<file path="config.mk">
export PLATFORM = sky130hd
export DESIGN_NAME = tbc_time_base_counter
export DESIGN_NICKNAME = d
export VERILOG_FILES = /design/src/tbc_pkg.sv /design/src/tbc_fall_detect.sv /design/src/tbc_time_base_counter.sv
export VERILOG_INCLUDE_DIRS = /design/src /design/src/src
export SDC_FILE = /design/constraint.sdc
export NUM_CORES = 1
export LEC_CHECK = 0
export BUFFER_PORTS_ARGS = -buffer_cell sky130_fd_sc_hd__buf_2
export CAP_MARGIN = 20
export CORE_MARGIN = 10
export CORE_UTILIZATION = 24
export CTS_CLUSTER_SIZE = 8
export DETAILED_ROUTE_END_ITERATION = 8
export PLACE_DENSITY = 0.41
export SYNTH_ARGS = -nofsm -noshare
export SYNTH_HDL_FRONTEND = slang
export SYNTH_SLANG_ARGS = --single-unit
</file>
<file path="constraint.sdc">
create_clock -name core_clk -period 2 [get_ports core_clk]
set_input_delay 0.1 -clock core_clk [delete_from_list [all_inputs] [get_ports core_clk]]
set_output_delay 0.1 -clock core_clk [all_outputs]
set_load 0.005 [all_outputs]
</file>
<file path="src/tbc_defines.svh">
// Constants of the time base counter: SFR offsets, counter layout, tap bits
// and reset values. Definitions only; included by the counter core and the test files.
`ifndef TBC_DEFINES_SVH
`define TBC_DEFINES_SVH

// SFR address width and the three count register offsets
`define TBC_ADDR_W        8
`define TBC_OFS_LOW       8'h60
`define TBC_OFS_MID       8'h61
`define TBC_OFS_HIGH      8'h62

// Counter stages are numbered 1..15; stage n runs at tick/2^n
`define TBC_CNT_LSB       1
`define TBC_CNT_MSB       15
`define TBC_CNT_RST       15'h0000
`define TBC_CNT_ONE       15'h0001

// Stages kept by a clearing write: mid keeps 1..7, high keeps 1..11
`define TBC_KEEP_MID      15'h007f
`define TBC_KEEP_HIGH     15'h07ff

// Nibble windows seen through the count registers
`define TBC_LOW_LSB       4
`define TBC_MID_LSB       8
`define TBC_HIGH_LSB      12

// Interrupt taps (32 Hz, 16 Hz, 4 Hz, 2 Hz with a 32.768 kHz tick)
`define TBC_TAP_32HZ      10
`define TBC_TAP_16HZ      11
`define TBC_TAP_4HZ       13
`define TBC_TAP_2HZ       14

// Interrupt flag positions in the group 2 request field
`define TBC_IRQ_32HZ      3
`define TBC_IRQ_16HZ      2
`define TBC_IRQ_4HZ       1
`define TBC_IRQ_2HZ       0

// Reset values of flags and read data
`define TBC_FLAG_RST      4'h0
`define TBC_NIB_RST       4'h0

`endif

</file>
<file path="src/tbc_pkg.sv">
// Types shared by the time base counter modules.
// Assumes nothing beyond the constants header.
package tbc_pkg;

    // Whole state of the counter core
    typedef struct packed {
        logic [15:1] cnt;     // Counter stages 1..15
        logic [3:0]  flags;   // Interrupt request flags, group 2
        logic [3:0]  rdata;   // Registered SFR read data
    } tbc_state_t;

    // State of the falling edge detector
    typedef struct packed {
        logic prev;           // Level seen on the previous clock
    } tbc_fall_state_t;

endpackage

</file>
<file path="src/tbc_fall_detect.sv">
// Falling edge detector for a level that is synchronous to core_clk.
// Assumes the level input is already clean and synchronous.
`timescale 1ns/1ps
module tbc_fall_detect (
    // Clock and reset
    input  wire logic core_clk,
    input  wire logic arst_n,
    // Level in, one-cycle pulse out
    input  wire logic level,
    output logic      fall
);

    tbc_pkg::tbc_fall_state_t st_r;   // Registered state
    tbc_pkg::tbc_fall_state_t st_nxt; // Next state

    // Next state: remember the level
    always_comb begin
        st_nxt      = st_r;
        st_nxt.prev = level;
    end

    // State register; prev starts low so a low level at reset is no edge
    always_ff @(posedge core_clk or negedge arst_n) begin
        if (!arst_n) begin
            st_r.prev <= 1'b0;
        end else begin
            st_r <= st_nxt;
        end
    end

    // Pulse when the level drops
    assign fall = st_r.prev & ~level;

endmodule

</file>
<file path="src/tbc_time_base_counter.sv">
// Time base counter: 15-stage up-counter stepped by the low-speed tick
// clock, three 4-bit count registers that read and clear it, and four
// interrupt taps.
// Assumes SFR strobes and the tick level are synchronous to core_clk and
// that the tick runs far slower than core_clk.
//
// Overview of operation
// - Fifteen-stage counter, stages offered as clock taps
// - Steps on tick falling edge, from reset
// - System reset clears whole counter
// - Count registers read bits 4-7, 8-11, 12-15
// - Write to low register clears bits 1-15
// - Write to middle register clears bits 8-15
// - Write to high register clears bits 12-15
// - Clear ignores written data value
// - Falling taps 10,11,13,14 set flags 3..0
// - Taps give 32, 16, 4, 2 Hz
// - Clear-caused tap fall also raises request
// - Counter stages drive other circuits as clocks
`timescale 1ns/1ps
`include "tbc_defines.svh"
module tbc_time_base_counter (
    // Clock and reset
    input  wire logic                   core_clk,
    input  wire logic                   arst_n,
    // Low-speed tick clock, sampled as a level
    input  wire logic                   low_speed_tick_clock,
    // SFR access port
    input  wire logic [`TBC_ADDR_W-1:0] sfr_addr,
    input  wire logic                   sfr_wr,
    input  wire logic [3:0]             sfr_wdata,
    input  wire logic                   sfr_rd,
    output logic      [3:0]             sfr_rdata,
    // Interrupt request flags, group 2
    input  wire logic [3:0]             irq_clear,
    output logic      [3:0]             interrupt_request_group2,
    // Counter stages for other circuits
    output logic      [15:1]            count_taps,
    output logic                        tap_32hz,
    output logic                        tap_16hz,
    output logic                        tap_4hz,
    output logic                        tap_2hz
);

    tbc_pkg::tbc_state_t st_r;    // Registered state
    tbc_pkg::tbc_state_t st_nxt;  // Next state
    logic                tick_fall; // Tick clock falling edge pulse
    logic [15:1]         keep_mask; // Stages surviving this cycle's write
    logic [15:1]         stepped;   // Counter after the optional step

    // Which stages a write to the given address leaves alone
    function automatic logic [15:1] keep_for(input logic [`TBC_ADDR_W-1:0] a,
                                              input logic             wr);
        logic [15:1] m;
        m = '1;
        if (wr) begin
            case (a)
                `TBC_OFS_LOW:  m = '0;
                `TBC_OFS_MID:  m = `TBC_KEEP_MID;
                `TBC_OFS_HIGH: m = `TBC_KEEP_HIGH;
                default:       m = '1;
            endcase
        end
        return m;
    endfunction

    // Nibble shown by the given address, zero when unmapped
    function automatic logic [3:0] nib_for(input logic [`TBC_ADDR_W-1:0] a,
                                           input logic [15:1]        c);
        logic [3:0] n;
        n = `TBC_NIB_RST;
        case (a)
            `TBC_OFS_LOW:  n = c[`TBC_LOW_LSB+3:`TBC_LOW_LSB];
            `TBC_OFS_MID:  n = c[`TBC_MID_LSB+3:`TBC_MID_LSB];
            `TBC_OFS_HIGH: n = c[`TBC_HIGH_LSB+3:`TBC_HIGH_LSB];
            default:       n = `TBC_NIB_RST;
        endcase
        return n;
    endfunction

    // Falling edge of the tick clock
    tbc_fall_detect u_tick_fall (
        .core_clk (core_clk),
        .arst_n   (arst_n),
        .level    (low_speed_tick_clock),
        .fall     (tick_fall)
    );

    // Next state of counter, flags and read data
    always_comb begin
        st_nxt = st_r;
        // Step on tick fall; all-ones rolls over to zero
        stepped = tick_fall ? 15'(st_r.cnt + `TBC_CNT_ONE) : st_r.cnt;
        // Write strobe and address pick the clear, data is never looked at
        keep_mask = keep_for(sfr_addr, sfr_wr);
        // Clear applied after the step so it wins on cleared stages
        st_nxt.cnt = stepped & keep_mask;
        // Flags: clear first, then any tap fall sets (set wins)
        st_nxt.flags = st_r.flags & ~irq_clear;
        // Tap falls from stepping or from clearing both count
        st_nxt.flags[`TBC_IRQ_32HZ] = st_nxt.flags[`TBC_IRQ_32HZ]
            | (st_r.cnt[`TBC_TAP_32HZ] & ~st_nxt.cnt[`TBC_TAP_32HZ]);
        st_nxt.flags[`TBC_IRQ_16HZ] = st_nxt.flags[`TBC_IRQ_16HZ]
            | (st_r.cnt[`TBC_TAP_16HZ] & ~st_nxt.cnt[`TBC_TAP_16HZ]);
        st_nxt.flags[`TBC_IRQ_4HZ] = st_nxt.flags[`TBC_IRQ_4HZ]
            | (st_r.cnt[`TBC_TAP_4HZ] & ~st_nxt.cnt[`TBC_TAP_4HZ]);
        st_nxt.flags[`TBC_IRQ_2HZ] = st_nxt.flags[`TBC_IRQ_2HZ]
            | (st_r.cnt[`TBC_TAP_2HZ] & ~st_nxt.cnt[`TBC_TAP_2HZ]);
        // Read data: nibble of the current count, zero when idle
        st_nxt.rdata = sfr_rd ? nib_for(sfr_addr, st_r.cnt) : `TBC_NIB_RST;
    end

    // State register
    always_ff @(posedge core_clk or negedge arst_n) begin
        if (!arst_n) begin
            st_r.cnt   <= `TBC_CNT_RST;
            st_r.flags <= `TBC_FLAG_RST;
            st_r.rdata <= `TBC_NIB_RST;
        end else begin
            st_r <= st_nxt;
        end
    end

    // Outputs straight from flip-flops
    assign sfr_rdata                = st_r.rdata;
    assign interrupt_request_group2 = st_r.flags;
    // Stages as clocks for other circuits
    assign count_taps = st_r.cnt;
    // Stage n runs at tick/2^n, so these give 32/16/4/2 Hz
    assign tap_32hz   = st_r.cnt[`TBC_TAP_32HZ];
    assign tap_16hz   = st_r.cnt[`TBC_TAP_16HZ];
    assign tap_4hz    = st_r.cnt[`TBC_TAP_4HZ];
    assign tap_2hz    = st_r.cnt[`TBC_TAP_2HZ];

    // Checks on the counter and flags

    a_low_clear_all: assert property (@(posedge core_clk) disable iff (!arst_n)
        (sfr_wr && sfr_addr == `TBC_OFS_LOW) |=> (count_taps == `TBC_CNT_RST))
        else $error("low register write did not clear counter");

    a_mid_clear_upper: assert property (@(posedge core_clk) disable iff (!arst_n)
        (sfr_wr && sfr_addr == `TBC_OFS_MID) |=>
            (count_taps[15:8] == 8'h00
             && count_taps[7:1] == $past(stepped[7:1])))
        else $error("middle register write cleared wrong stages");

    a_high_clear_top: assert property (@(posedge core_clk) disable iff (!arst_n)
        (sfr_wr && sfr_addr == `TBC_OFS_HIGH) |=>
            (count_taps[15:12] == 4'h0
             && count_taps[11:1] == $past(stepped[11:1])))
        else $error("high register write cleared wrong stages");

    a_count_step: assert property (@(posedge core_clk) disable iff (!arst_n)
        (tick_fall && !sfr_wr) |=> (count_taps == 15'($past(count_taps) + 15'h0001)))
        else $error("counter did not step on tick fall");

    a_count_hold: assert property (@(posedge core_clk) disable iff (!arst_n)
        (!tick_fall && !sfr_wr) |=> $stable(count_taps))
        else $error("counter moved without tick or write");

    a_wrap_zero: assert property (@(posedge core_clk) disable iff (!arst_n)
        (count_taps == 15'h7fff && tick_fall && !sfr_wr) |=> (count_taps == 15'h0000))
        else $error("counter did not wrap to zero");

    a_read_nibble: assert property (@(posedge core_clk) disable iff (!arst_n)
        (sfr_rd && sfr_addr == `TBC_OFS_MID) |=> (sfr_rdata == $past(count_taps[11:8])))
        else $error("middle register read wrong nibble");

    a_read_high: assert property (@(posedge core_clk) disable iff (!arst_n)
        (sfr_rd && sfr_addr == `TBC_OFS_HIGH) |=> (sfr_rdata == $past(count_taps[15:12])))
        else $error("high register read wrong nibble");

    a_irq_on_fall: assert property (@(posedge core_clk) disable iff (!arst_n)
        $fell(tap_32hz) |-> interrupt_request_group2[3])
        else $error("32 Hz tap fall did not set its flag");

    a_irq_clear_fall: assert property (@(posedge core_clk) disable iff (!arst_n)
        (sfr_wr && sfr_addr == `TBC_OFS_HIGH && tap_2hz) |=> interrupt_request_group2[0])
        else $error("clear of 2 Hz tap did not set its flag");

    c_tick_step: cover property (@(posedge core_clk) disable iff (!arst_n)
        tick_fall ##2 tick_fall);
    c_wrap: cover property (@(posedge core_clk) disable iff (!arst_n)
        count_taps == 15'h7fff ##1 count_taps == 15'h0000);
    c_clear_irq: cover property (@(posedge core_clk) disable iff (!arst_n)
        (sfr_wr && sfr_addr == `TBC_OFS_MID && tap_32hz));
    c_read_low: cover property (@(posedge core_clk) disable iff (!arst_n)
        (sfr_rd && sfr_addr == `TBC_OFS_LOW && count_taps[7:4] != 4'h0));

endmodule

</file>
==> parameters.txt <==
Parameter                              Value

Global route
  Largest net degree at the start of global routing ... 25
  Number of antenna violations at the first check in global routing ... 0
  Global-route usage over all layers ... slightly below 8%
  Number of global-route vias before repair ... 1,074
  First-pass GRT wire length ... about 5400 um
  GR Overflow Total ... 0

Clocking
  CTS-repair resized insts ... 0
  Maximum level of the CTS H-tree ... 1
  Clock tree from TritonCTS ... built
  Clock latency on the worst-skew pair ... approximately 0.26 ns
  Buffers from clock root to sink, at most ... 2
  Clock slew at the register clock pins of the worst setup and hold paths ... ~0.08 ns
  TritonCTS buffer count ... 3
  Clock sink total ... 24
  Clk Tree Root Cell ... sky130_fd_sc_hd__clkbuf_8

Critical path
  CP Buf/Inv Count ... 2
  CP max stage cell ... sky130_fd_sc_hd__dlygate4sd3_1
  Dominant cell type by count on the critical path ... sky130_fd_sc_hd__o21ai_0
  Worst endpoint required time ... approximately 2.2 ns
  Number of cells on the worst reg-to-reg path ... 4
  Data arrival at the endpoint of the critical path ... 1.80 ns
  Critical path depth ... 6
  Maximum fanout encountered on the critical timing path ... 5
  Worst path cell trace ... dlygate4sd3_1, buf_2, nand4b_1, nor4_1, o21ai_0, o21ai_0
  Kind of capture point of the worst setup path ... flop
  Cell type group with the largest total delay on the critical path ... simple AND/OR/NAND/NOR gates
  Worst Path Class, Setup ... in2reg
  Largest stage delay, worst path ... between 0.5 and 0.6 ns
  Type of element launching the critical path ... primary input

Synthesis
  Number of distinct library cell variants in the gate-level netlist after synthesis ... 30
  Area share of the leading cell type in the synthesized netlist ... roughly half
  Simple-gate area share of the yosys netlist ... between 20% and 30%
  Synthesized netlist net count ... about 150
  Mapped Area ... 0.00124 mm^2
  Multiplexer share of the synthesized area ... between 4 and 5%
  Async set-reset flop share out of synthesis ... 100%
  Biggest area consumer among synthesized cells ... sky130_fd_sc_hd__dfrtp_1
  Ranking of synthesized cells by area ... sky130_fd_sc_hd__dfrtp_1 (48%), sky130_fd_sc_hd__nor2_1 (6.3%), sky130_fd_sc_hd__xnor2_1 (5.6%), sky130_fd_sc_hd__mux2i_1 (4.0%), sky130_fd_sc_hd__xor2_1 (3.5%)
  Compound-Gate Fraction of Synth Area ... under 10%
  Synth Register Bits ... 24
  Cells after synthesis ... between 100 and 150
  Most instantiated library cell after synthesis ... sky130_fd_sc_hd__dfrtp_1
  Post-synthesis area per instance ... ~10 um^2
  Xor/xnor share of the synthesized area ... 9.15%
  Area share of fa/ha/maj cells after synthesis ... around 1.0%
  Dominant combinational cell family by area after synthesis ... simple AND/OR/NAND/NOR gates
  Post-synth top cells ... sky130_fd_sc_hd__dfrtp_1 (24), sky130_fd_sc_hd__nor2_1 (21), sky130_fd_sc_hd__xnor2_1 (8), sky130_fd_sc_hd__inv_1 (7), sky130_fd_sc_hd__o21ai_0 (7)
  Sequential share of the synthesized area ... about 48%
  Yosys warning count ... 0
  Predominant post-synthesis flop cell ... sky130_fd_sc_hd__dfrtp_1
  Number of enable flip-flop cells after synthesis ... 0

Place
  Routability-driven placement congestion ratio ... around 0.81
  Final HPWL from detailed placement ... 2620 um
  Count of input and output buffers ... 43
  Placed cells ... between 200 and 250
  Worst slack after detailed placement ... slightly below 0.4 ns
  Post-detailed-placement cell area ... 0.00151 mm^2

Floorplan
  Count of boundary I/O pins ... 48
  Die Ht ... 92.0 um
  Row count ... 26
  Die Outline Area ... between 0.008 and 0.009 mm^2
  Starting Density ... about a quarter
  Area of the core region ... 0.00507 mm^2
  X dimension of the die ... between 90 and 100 um

Timing
  Total of endpoints with negative setup slack in the final report ... 0
  Unrepaired setup endpoints after global routing ... false
  Final count of hold timing violations ... 0
  Tightest slew margin relative to the limit ... approximately 64%
  Ratio of final minimum period to clock period ... roughly four fifths
  Clock skew ... roughly 0.0050 ns
  Final Hold Slack ... about 0.012 ns
  Time the worst path needs with I/O delays and setup ... 1.62 ns
  Setup TNS ... 0 ns
  Worst slew pin tran ... around 0.54 ns
  Maximum clock frequency ... slightly above 600 MHz
  Number of max-slew violations in the final report ... 0
  Post-route worst setup slack ... 0.384 ns

Routing
  Remaining antenna violation count after routing ... 0
  Per-cell routed wire length ... 14.0 um
  Number of vias after detailed routing ... between 1,000 and 1,500
  Vias per inst ... 4.45
  First-iteration detailed-routing DRC count ... between 100 and 150
  Sum of routed wire length over all layers ... 3310 um
  Length of the first detailed-routing pass in iterations ... 4
  # DRC ... 0

Power and ir drop
  Overall power consumption ... 1.18 mW
  Maximum vdd drop ... slightly below 400 uV
  Static leakage ... between 0.7 and 0.8 nW
  Power per cell area ... between 700 and 800 mW/mm^2

Layout
  Layout cells sized above 1 ... 33.1%
  Diodes inserted ... 0
  Summed area of non-filler cells in the final layout ... 0.00158 mm^2
  Combined flip-flop and latch cell area ... about 600 um^2
  Area occupied by multi-input gates ... between 500 and 600 um^2
  Post-layout instance count excluding filler cells ... around 240
  Syn-to-layout area delta ... 27.1%
  Fill count ... ~550
  Final standard cell utilization of the core ... 31.1%
  Number of nets in the layout ... between 150 and 200

Worst hold path
  Type of the worst min-delay path ... in2reg
  Min-Delay Path Depth ... 2

Status
  Status ... finished clean

Flow run
  Max-cap check violation count ... 0
## sequential cells by signal (all words and copies together), names as in the netlist
register                  cells
u_tick_fall.st_r              1
count_taps                   15
sfr_rdata                     4
interrupt_request_group2      4
## cell usage in the layout (no fill, tap or decap), types with 2 or more instances in the layout
cell	synthesis	routed
sky130_fd_sc_hd__nand4_1	4	4
sky130_fd_sc_hd__mux2i_1	5	5
sky130_fd_sc_hd__nand3_1	2	2
sky130_fd_sc_hd__or3_2	2	2
sky130_fd_sc_hd__xnor2_1	8	8
sky130_fd_sc_hd__inv_1	7	7
sky130_fd_sc_hd__o21ai_0	7	7
sky130_fd_sc_hd__nor3_1	2	2
sky130_fd_sc_hd__xor2_1	5	5
sky130_fd_sc_hd__clkbuf_8	0	3
sky130_fd_sc_hd__nor4_1	4	4
sky130_fd_sc_hd__nand2_1	5	5
sky130_fd_sc_hd__dfrtp_1	24	24
sky130_fd_sc_hd__a21oi_1	5	5
sky130_fd_sc_hd__dlygate4sd3_1	0	3
sky130_fd_sc_hd__buf_2	0	43
sky130_fd_sc_hd__nor2b_1	2	2
sky130_fd_sc_hd__nand4b_1	2	2
sky130_fd_sc_hd__nor2_1	21	21
## layout make-up
| class | instances | area share [%] |
|---|---|---|
| inverters | 7 | 1.66 |
| well taps | 70 | 5.54 |
| flip-flops and latches | 24 | 38.0 |
| repair buffers | 46 | 15.5 |
| clock buffers | 3 | 2.61 |
| multi-input cells | 86 | 36.7 |
## repair_timing
item,4_1_cts,5_1_grt
endpoints found under the setup margin,0,0
hold buffers,3,0
buffers inserted,0,0
endpoints found under the hold margin,26,0
## report_power, final
| part | switching (mW) | internal, mW |
|---|---|---|
| sequential | 0.107 | 0.543 |
| clock | 0.150 | 0.135 |
| combinational | 0.121 | 0.121 |
| total | 0.378 | 0.798 |
## cell families after synthesis
group,count (synthesis)
buffers and inverters,13
xor gates and xnor gates,13
AOI/OAI and AO/OA,15
and+or+nand+nor,52
muxes,5
DFF,24
adders and majority gates,1
## layer usage
metal,part of all wire (%),vias up,track usage (%)
li1,-,513,-
met1,46,498,8.88
met2,44,38,12.6
met3,9.5,2,4.07
met4,0.54,0,1.54
met5,0,-,0
## final timing paths
kind | slack [ns] | end | startpoint
max | 0.38 | interrupt_request_group2[0] | low_speed_tick_clock
min | 0.01 | interrupt_request_group2[0] | irq_clear[0]
min in group asynchronous | 0.35 | interrupt_request_group2[0] | arst_n
min reg2reg | 0.54 | interrupt_request_group2[2] | interrupt_request_group2[2]
max reg2reg | 0.40 | count_taps[10] | count_taps[4]
max in group asynchronous | 1.29 | count_taps[7] | arst_n
## worst register-to-register path: stages, from the launching register on
cell and delay, ns:
sky130_fd_sc_hd__dfrtp_1 0.50, sky130_fd_sc_hd__nand4_4 0.21, sky130_fd_sc_hd__or4_4 0.55, sky130_fd_sc_hd__xor2_1 0.17, sky130_fd_sc_hd__nor2_2 0.05
No activity file was read; power rests on OpenSTA's default activity.
